$ cat config.mk
export PLATFORM = sky130hd
export DESIGN_NAME = hfa_host
export DESIGN_NICKNAME = d
export VERILOG_FILES = /design/src/design/hfa_pkg.sv /design/src/design/hfa_sync.sv /design/src/design/hfa_host.sv
export SDC_FILE = /design/constraint.sdc
export NUM_CORES = 1
export LEC_CHECK = 0
export BUFFER_PORTS_ARGS = -buffer_cell sky130_fd_sc_hd__buf_2
export CAP_MARGIN = 20
export CELL_PAD_IN_SITES_DETAIL_PLACEMENT = 1
export CELL_PAD_IN_SITES_GLOBAL_PLACEMENT = 1
export CORE_ASPECT_RATIO = 0.9
export CORE_MARGIN = 2
export CORE_UTILIZATION = 47
export DETAILED_ROUTE_END_ITERATION = 10
export PLACE_DENSITY = 0.87
export SYNTH_ARGS = -nofsm -noshare
export SYNTH_HDL_FRONTEND = slang
export SYNTH_SLANG_ARGS = --single-unit
$ cat constraint.sdc
create_clock -name ref_clk -period 3.3 [get_ports ref_clk]
set_input_delay 0.33 -clock ref_clk [delete_from_list [all_inputs] [get_ports ref_clk]]
set_output_delay 0.33 -clock ref_clk [all_outputs]
set_load 0.005 [all_outputs]
$ cat src/design/hfa_pkg.sv
// package of constants for the half-flash converter bus controller
// assumes a 50 MHz ref_clk and a clockless converter on the far side
// Function
// - conversion starts when select and read fall low
// - mode chosen only by read strobe length
// - mode 0 host holds strobes until conversion ends
// - mode 1 host reads again to fetch result
// - mode 1 reads spaced at least 2.5us apart
// - at least 500ns between conversion end and start
// - mode 1 read pulse 60 to 600ns
package hfa_pkg;
  localparam int unsigned CLK_MHZ        = 50;
  localparam int unsigned CONV_MAX_NS    = 2000;
  localparam int unsigned RD_PULSE_MIN_NS = 60;
  localparam int unsigned RD_PULSE_MAX_NS = 600;
  localparam int unsigned READ_GAP_NS    = 2500;
  localparam int unsigned CONV_GAP_NS    = 500;
  localparam int unsigned DATA_ACC_NS    = 85;
  // least times round up, longest round down
  localparam int unsigned CONV_MAX_CYC   = (CONV_MAX_NS * CLK_MHZ) / 1000;
  localparam int unsigned RD_MIN_CYC     = (RD_PULSE_MIN_NS * CLK_MHZ + 999) / 1000;
  localparam int unsigned RD_MAX_CYC     = (RD_PULSE_MAX_NS * CLK_MHZ) / 1000;
  localparam int unsigned READ_GAP_CYC   = (READ_GAP_NS * CLK_MHZ + 999) / 1000;
  localparam int unsigned CONV_GAP_CYC   = (CONV_GAP_NS * CLK_MHZ + 999) / 1000;
  localparam int unsigned ACC_CYC        = (DATA_ACC_NS * CLK_MHZ + 999) / 1000;
  localparam int unsigned CNT_W          = 8;
  localparam logic [7:0]  RESULT_RST     = 8'h00;
  typedef enum logic [2:0] {
    HFA_IDLE  = 3'b000,
    HFA_WAIT0 = 3'b001,
    HFA_PULSE = 3'b010,
    HFA_GAP   = 3'b011,
    HFA_FAIL  = 3'b100
  } hfa_state_t;
endpackage

$ cat src/design/hfa_sync.sv
// two flip-flop synchroniser for pin inputs
// assumes inputs arrive asynchronously to ref_clk
`timescale 1ns/1ns
module hfa_sync #(
  parameter int W = 1,
  parameter logic [W-1:0] INIT = '0
) (
  // clock and reset
  input  wire logic         ref_clk,
  input  wire logic         resetn,
  // async in, synced out
  input  wire logic [W-1:0] din,
  output logic      [W-1:0] dout
);
  logic [W-1:0] meta;
  // first stage feeds only the second
  always_ff @(posedge ref_clk or negedge resetn) begin
    if (!resetn) begin
      meta <= INIT;
      dout <= INIT;
    end else begin
      meta <= din;
      dout <= meta;
    end
  end
endmodule

$ cat src/design/hfa_host.sv
// host controller driving the half-flash converter through its strobes
// assumes the converter pins are wired directly; ready pin pulled up outside
`timescale 1ns/1ns
module hfa_host #(
  parameter int CHANNELS = 8,
  parameter int AW       = (CHANNELS == 8) ? 3 : 2
) (
  // clock and reset
  input  wire logic          ref_clk,
  input  wire logic          resetn,
  // user command port
  input  wire logic          start,
  input  wire logic          pipelined,
  input  wire logic [AW-1:0] channel,
  output logic               busy,
  output logic               result_valid,
  output logic [7:0]         result,
  output logic [AW-1:0]      result_chan,
  output logic               timeout,
  // converter pins
  output logic               cs_n,
  output logic               rd_n,
  output logic [AW-1:0]      chan_sel,
  input  wire logic [7:0]    result_bus,
  input  wire logic          done_n,
  input  wire logic          ready_in
);
  localparam logic [hfa_pkg::CNT_W-1:0] C_CONV = hfa_pkg::CNT_W'(hfa_pkg::CONV_MAX_CYC + 10);
  localparam logic [hfa_pkg::CNT_W-1:0] C_PULSE =
    hfa_pkg::CNT_W'((hfa_pkg::RD_MIN_CYC > hfa_pkg::ACC_CYC + 2) ?
                    hfa_pkg::RD_MIN_CYC : hfa_pkg::ACC_CYC + 2);
  localparam logic [hfa_pkg::CNT_W-1:0] C_RGAP = hfa_pkg::CNT_W'(hfa_pkg::READ_GAP_CYC);
  localparam logic [hfa_pkg::CNT_W-1:0] C_CGAP = hfa_pkg::CNT_W'(hfa_pkg::CONV_GAP_CYC);

  // synchronised pin inputs
  logic [9:0] pins_s;
  hfa_sync #(.W(10), .INIT(10'h300)) u_sync (
    .ref_clk (ref_clk),
    .resetn  (resetn),
    .din     ({done_n, ready_in, result_bus}),
    .dout    (pins_s)
  );
  logic       done_s;
  logic       ready_s;
  logic [7:0] bus_s;
  assign done_s  = pins_s[9];
  assign ready_s = pins_s[8];
  assign bus_s   = pins_s[7:0];

  // further counter bounds, all in ref_clk cycles
  // status pins are only trusted once the data access time, ACC_CYC cycles, has passed
  localparam logic [hfa_pkg::CNT_W-1:0] C_TRUST =
    hfa_pkg::CNT_W'(hfa_pkg::ACC_CYC);
  // one cycle beyond the read spacing, since the spacing is counted from the fall
  localparam logic [hfa_pkg::CNT_W-1:0] C_RGAP_END =
    hfa_pkg::CNT_W'(hfa_pkg::READ_GAP_CYC + 1);
  localparam logic [hfa_pkg::CNT_W-1:0] C_ONE = hfa_pkg::CNT_W'(1);

  // sequencer state and its next values
  hfa_pkg::hfa_state_t       state;
  hfa_pkg::hfa_state_t       next_state;
  logic [hfa_pkg::CNT_W-1:0] cnt;
  logic [hfa_pkg::CNT_W-1:0] next_cnt;
  logic                      mode1;
  logic                      next_mode1;
  logic                      pass2;
  logic                      next_pass2;
  logic                      done_seen;
  logic                      next_done_seen;

  // next values of the registered outputs
  logic                      next_cs_n;
  logic                      next_rd_n;
  logic [AW-1:0]             next_chan_sel;
  logic [7:0]                next_result;
  logic [AW-1:0]             next_result_chan;
  logic                      next_result_valid;
  logic                      next_timeout;

  // a request is only taken while idle
  assign busy = (state != hfa_pkg::HFA_IDLE);

  // next-state logic of the strobe sequencer
  // mode is chosen purely by how long the strobes are held low
  always_comb begin
    next_state        = state;
    next_cnt          = cnt;
    next_mode1        = mode1;
    next_pass2        = pass2;
    next_done_seen    = done_seen;
    next_cs_n         = 1'b1;
    next_rd_n         = 1'b1;
    next_chan_sel     = chan_sel;
    next_result       = result;
    next_result_chan  = result_chan;
    next_result_valid = 1'b0;
    next_timeout      = timeout;
    unique case (state)
      hfa_pkg::HFA_IDLE: begin
        if (start) begin
          // address is set up one cycle ahead of the strobes, so it never races them
          next_chan_sel  = channel;
          next_mode1     = pipelined;
          next_pass2     = 1'b0;
          next_done_seen = 1'b0;
          next_timeout   = 1'b0;
          next_cnt       = '0;
          if (pipelined) begin
            next_state = hfa_pkg::HFA_PULSE;
          end else begin
            next_state = hfa_pkg::HFA_WAIT0;
          end
        end
      end
      hfa_pkg::HFA_WAIT0: begin
        // both strobes fall together and stay low until the result is in or the count reaches C_CONV
        next_cs_n = 1'b0;
        next_rd_n = 1'b0;
        next_cnt  = cnt + C_ONE;
        if (done_seen) begin
          // data pins were sampled one cycle after done, so the word has settled
          next_result       = bus_s;
          next_result_chan  = chan_sel;
          next_result_valid = 1'b1;
          next_cs_n         = 1'b1;
          next_rd_n         = 1'b1;
          next_cnt          = '0;
          next_state        = hfa_pkg::HFA_GAP;
        end else if (cnt >= C_TRUST && !done_s && ready_s) begin
          // ready guards against a done flag left low by an earlier conversion
          next_done_seen = 1'b1;
        end else if (cnt == C_CONV) begin
          next_state = hfa_pkg::HFA_FAIL;
        end
      end
      hfa_pkg::HFA_PULSE: begin
        // short read pulse, long enough for data access, well under the upper bound
        next_cnt = cnt + C_ONE;
        if (cnt == C_PULSE) begin
          // the second read of a pair fetches the word that the first one started
          if (pass2) begin
            next_result       = bus_s;
            next_result_chan  = chan_sel;
            next_result_valid = 1'b1;
          end
          next_state = hfa_pkg::HFA_GAP;
        end else begin
          next_cs_n = 1'b0;
          next_rd_n = 1'b0;
        end
      end
      hfa_pkg::HFA_GAP: begin
        next_cnt = cnt + C_ONE;
        if (mode1) begin
          // spacing counted from the falling strobe of the last read
          if (cnt == C_RGAP_END) begin
            next_cnt = '0;
            if (pass2) begin
              next_state = hfa_pkg::HFA_IDLE;
            end else begin
              next_pass2 = 1'b1;
              next_state = hfa_pkg::HFA_PULSE;
            end
          end
        end else begin
          // rest time after a conversion before the next may start
          if (cnt == C_CGAP) begin
            next_cnt   = '0;
            next_state = hfa_pkg::HFA_IDLE;
          end
        end
      end
      hfa_pkg::HFA_FAIL: begin
        // the converter never answered: release the bus and flag it
        next_timeout      = 1'b1;
        next_result       = bus_s;
        next_result_chan  = chan_sel;
        next_result_valid = 1'b1;
        next_cnt          = '0;
        next_state        = hfa_pkg::HFA_GAP;
      end
    endcase
  end

  // registers of the strobe sequencer and its outputs
  always_ff @(posedge ref_clk or negedge resetn) begin
    if (!resetn) begin
      state        <= hfa_pkg::HFA_IDLE;
      cnt          <= '0;
      mode1        <= 1'b0;
      pass2        <= 1'b0;
      done_seen    <= 1'b0;
      cs_n         <= 1'b1;
      rd_n         <= 1'b1;
      chan_sel     <= '0;
      result       <= hfa_pkg::RESULT_RST;
      result_chan  <= '0;
      result_valid <= 1'b0;
      timeout      <= 1'b0;
    end else begin
      state        <= next_state;
      cnt          <= next_cnt;
      mode1        <= next_mode1;
      pass2        <= next_pass2;
      done_seen    <= next_done_seen;
      cs_n         <= next_cs_n;
      rd_n         <= next_rd_n;
      chan_sel     <= next_chan_sel;
      result       <= next_result;
      result_chan  <= next_result_chan;
      result_valid <= next_result_valid;
      timeout      <= next_timeout;
    end
  end
endmodule

-- Yosys cells after proc, flatten, opt, wreduce, memory -nomap -nowiden
Index checks and enable logic that the tools add are counted.
- magnitude comparators: 1
- equality and inequality tests: 18
- add/subtract/negate cells: 1
- mux-type cells: 39
- reductions and logical operators: 15
- operator list (cell ; count):
    two-way mux 8 bit ; 8
    one-hot mux 8 bit (5 select lines) ; 1
    two-way mux 3 bit ; 11
    one-hot mux 8 bit (3 select lines) ; 1
    equality test 8 x 7 -> 1 bit, second input constant ; 2
    one-hot mux 3 bit (5 select lines) ; 1
    != test 2 bit, second input constant ; 6
    != test 3 bit, second input constant ; 4
    two-way mux 1 bit ; 9
    one-hot mux 3 bit (3 select lines) ; 1
    adder 8 x 1 -> 8 bit, second input constant ; 1
    equality test 8 x 3 -> 1 bit, second input constant ; 1
    equality test 8 x 5 -> 1 bit, second input constant ; 1
    >= comparator 8 x 3 -> 1 bit, second input constant ; 1
    one-hot mux 1 bit (2 select lines) ; 4
    AND reduction 4 bit ; 2
    equality test 3 x 2 -> 1 bit, second input constant ; 2
    AND reduction 2 bit ; 3
    AND reduction 6 bit ; 1
    nonzero test 2 bit ; 3
    nonzero test 3 bit ; 2
    two-way mux 2 bit ; 2
    equality test 3 x 1 -> 1 bit, second input constant ; 1
    equality test 3 bit, second input constant ; 1
    4 further kinds ; 5
- bits in registers: 51
- input port bits: 17
- logic and storage cells: 87

-- Longest topological paths before layout
- depth in word-level cells: 6
- gate-level depth with buffers: 8
- gate-level depth less buffers: 7

-- Cells and area by module
Synthesis repeated with hierarchy kept, for this count alone.
- cells, all modules: 175
- area total of the unflattened synthesis: 2152.1 um^2
- modules (own cells, without submodules) (module ; seq. area each (um^2) ; cells each ; area an instance (um^2) ; times used):
    hfa_host ; 777.0 ; 155 ; 1646.6 ; 1
    hfa_sync ; 505.5 ; 20 ; 505.5 ; 1

-- Worst setup path after synthesis
Ideal clock, no wire load.
- path kind: register to register
- from: register cnt[0] in the netlist's numbering
- to: register cnt[4] in the netlist's numbering
- data arrival time: 1.691 ns
- setup slack: 1.485 ns
- required time: 3.176 ns
- stages on the path, launching flop included: 9
- clock period less this slack: 1.815 ns
- library setup time: 0.124 ns
- path through: dfrtp_1 > inv_1 > ha_1 > and4b_1 > nand4_1 > a211oi_2 > buf_6 > nor2_2 > a211o_1
- cells in the longest elaborated chain, start to end: 4
- elaborated cells on any way between the ends: 8
- those cells by class: add/sub (1); eq/ne (2); mux (5)
- ends and longest elaborated chain (what ; line ; RTL):
    start: declaration ; hfa_host.sv:62 ; logic [hfa_pkg::CNT_W-1:0] cnt;
    start signal: assignment ; hfa_host.sv:202 ; cnt <= next_cnt;
    adder 8 x 1 -> 8 bit, or another cell as far along ; hfa_host.sv:119, hfa_host.sv:138, hfa_host.sv:153 ;
    two-way mux 8 bit (on tied branches) ; hfa_host.sv:167, hfa_host.sv:156 ;
    two-way mux 8 bit ; hfa_host.sv:154 ; if (mode1) begin
    one-hot mux 8 bit (5 select lines) * ; hfa_host.sv:98 ; unique case (state)
Mark *: on every way between the ends. The rest lies on a longest branch, timed or not.
A chain may end at the register's enable or synchronous reset.

-- Worst setup path after layout
Same ends and word-level chain as after synthesis.

==> key figures <==
Status
  – Outcome: finished, final reports clean

Clocking
  – Num CTS Buffers: 5
  – Worst-path clk slew: roughly 0.090 ns
  – CTS tree: done
  – Root Buffer: clkbuf_8
  – Max Buffers Root-to-Sink: 2
  – # clock sinks: between 50 and 60
  – CTS HTree Levels: 2
  – Cts repair resizes: 0
  – Clk_lat worst skew: ~0.32 ns

Synthesis
  – Gate Count Post-Synth: ~170
  – Post-synthesis instance area: 2084 um2
  – Synth Area in Adders: 0.02401
  – Number of synthesized register bits: 51
  – XOR/XNOR Fraction of Synth Area: 0
  – Synth Warn #: 0
  – Number of enable flip-flop cells after synthesis: 0
  – Post-Syn Nets: about 190
  – Post-Synth Simple-Gate Area: 0.1363
  – Synth unique cells: 42
  – Synth Area in Compound Gates: 0.09064
  – Mux share of post-synthesis cell area: 0.09064
  – Ys async rst share: 1.000
  – Largest family of logic cells by synthesized area: simple AND/OR/NAND/NOR gates
  – Post-synthesis sequential area ratio: 0.6152
  – Ys flop type: dfrtp_1
  – Average size of a mapped cell: about 13 um2

Global routing
  – Largest net degree at the start of global routing: 52
  – Grt met3 use: 0.07463
  – GR Util met1: 0.2151
  – Gr ovfl total: 0
  – First-pass GRT wire length: between 7 and 8 mm
  – Initial antenna violation count: 0
  – Met2 Use GR: 0.3772
  – Gr busiest metal: met2
  – Number of global-route vias before repair: 1518
  – GR Util All Layers: 0.2071

Worst setup path
  – CP Data Required Time: between 3 and 4 ns
  – CP max stage cell: a211oi_2
  – Crit-path cells: inv_1 -> ha_1 -> and4b_1 -> nand4_1 -> a211oi_2 -> nor3_1 -> a211o_1
  – CP startpoint kind: flop
  – Data arrival, critical path: between 2 and 3 ns
  – Max stage delay on crit path: a little under 0.8 ns
  – Critical path fanouts, max: 13
  – Worst path bufs/invs: 1
  – Worst Setup Path Type: reg -> reg
  – Crit end category: flop
  – Top delay family on crit path: compound AO/OA/AOI/OAI gates

Floorplan
  – Die area: between 4000 and 5000 um2
  – Die Width: between 70 and 80 um
  – Chip Height: between 60 and 70 um
  – Core ar.: approximately 4200 um2
  – Num ports: 36
  – Starting Density: 0.5015
  – # rows: 22

Drt
  – Routed len/inst: 17.94 um
  – First-pass DRT Iterations: 4
  – Post-Route WL: about 4.7 mm
  – Vias per Instance: between 5 and 6
  – Drt initial violations: 49
  – Via count: 1432
  – Antenna Nets Post-Route: 0
  – Post-route DRC: 0

Finish
  – Most common cell after layout, fill and taps aside: dfrtp_1
  – Layout cells sized above 1: 0.3614
  – Ant. Diodes: 0
  – Commonest non-fill, non-tap cells in the layout: dfrtp_1, buf_2, mux2_2, nand2_1, nor2_1
  – Filler cells: 449
  – Nets: around 220
  – P&R area growth vs syn: 16.09%

Hold path
  – Worst min-delay path class: in -> reg

Power and ir drop
  – Maximum VDD drop: 0.3364 mV
  – Power per cell area: roughly 760 nW/um2
  – Internal power component: around 1.2 mW
  – Leak: 1.183 nW
  – Net Sw Power: about 630 uW
  – Sw frac: 0.3384
  – Clock power frac: 0.239
  – Combinational share of power: 0.295
  – Total power: 1.850 mW
  – Share of power burned in registers: 0.465

Timing
  – Final hold violations: 0
  – Fin crit share: 0.7377
  – Relative slew slack: 0.3955
  – Setup Viol. Count Final: 0
  – RSZ-0062 raised after global routing: no
  – Final hold slack: ~0.11 ns
  – Worst-Margin Slew: just over 0.9 ns
  – Period minus WS final: 2.434 ns
  – Fmax: between 0.4 and 0.5 GHz
  – Clk_skew: slightly below 0.008 ns
  – Setup Total Neg Slack: 0 ns
  – Final Max Tran Viols: 0

Flow run
  – Maxcap violations: 0

Placed design
  – Placer Congestion: a little under 0.8
  – Input/output buffers: 35
  – DP HPWL: 3.291 mm
[metrics by stage]
stage | setup slack [ns] | cells | util | cell area (um2)
after floorplan | 1.485 | 166 | - | 2085
after global placement | 1.075 | 252 | 0.5473 | 2275
after detailed placement | 0.8822 | 252 | 0.5473 | 2275
after CTS | 0.8740 | 260 | 0.5750 | 2390
after global routing | 0.6851 | 262 | 0.5822 | 2420
final | 0.8656 | 262 | 0.5822 | 2420
[sequential cells by signal, summed over array words and instances (netlist names)]
name          cells
chan_sel          3
cnt               8
done_seen         1
mode1             1
pass2             1
rd_n              1
result            8
result_chan       3
result_valid      1
state             3
timeout           1
u_sync.dout      10
u_sync.meta      10
[cell usage after synthesis (2+ instances only)]
cell	number	area [um2]
nor3_2	2	20.02
nand3_1	3	15.01
a211o_1	3	26.28
nor3b_1	2	15.01
o21ai_1	2	10.01
dfstp_2	5	131.4
dfrtp_1	46	1151
nand2_1	10	37.54
nand4_1	3	18.77
buf_4	4	30.03
a31oi_1	2	12.51
mux2i_1	2	20.02
nor2_1	9	33.78
inv_1	8	30.03
nor2_2	3	18.77
buf_2	3	15.01
a21oi_1	4	20.02
nand2b_1	2	12.51
mux2_2	15	168.9
and2_1	3	18.77
a21o_1	3	22.52
o21ai_0	4	20.02
nor3_1	6	30.03
ha_1	4	50.05
[layout make-up]
| cell class | instances | area [um2] | area share |
|---|---|---|---|
| clock buffers | 5 | 68.82 | 0.02844 |
| clock inverters | 3 | 46.29 | 0.01913 |
| flip-flops and latches | 51 | 1282 | 0.5300 |
| well taps | 60 | 75.07 | 0.03102 |
| multi-input cells | 98 | 711.9 | 0.2942 |
| inverters | 8 | 30.03 | 0.01241 |
| repair buffers | 37 | 205.2 | 0.08480 |
[layer usage]
layer  wire, um  vias up
met2       2548       40
met3        195       13
met5          0        -
li1           -      645
met4        106        0
met1       1849      734
[worst paths after layout]
kind	startpoint	to	slack, ns	cells after the start
worst min register to register	u_sync.meta[7]	u_sync.dout[7]	0.36	0
max in group asynchronous	resetn	u_sync.dout[8]	2.35	3
worst min-delay path	ready_in	u_sync.meta[8]	0.11	1
worst max-delay path	cnt[0]	cnt[4]	0.87	7
min in group asynchronous	resetn	cnt[2]	0.40	2
worst max register to register	cnt[0]	cnt[4]	0.87	7
[repair_timing]
action | in CTS | in global routing
setup buffers | 0 | 0
hold endpoints to repair | 0 | 7
hold buffers | 0 | 1
[power groups by stage]
stage          logic, mW  clock network [mW]  registers [mW]
2_1_floorplan      0.409                   0           0.826
3_3_place_gp       0.497                   0           0.855
3_5_place_dp       0.539                   0           0.872
4_1_cts            0.549               0.449           0.862
5_1_grt            0.597               0.479           0.879
6_report           0.546               0.443           0.861
[kinds of logic (layout without fill, tap and decap cells)]
logic type	after synthesis	after routing
flip-flops	51	51
AND/OR/NAND/NOR	50	50
AO/OA/AOI/OAI	27	27
multiplexers	17	17
buffers and inverters	17	53
adder cells (fa/ha/maj)	4	4
Note: power is estimated with default switching activity, not from simulation.
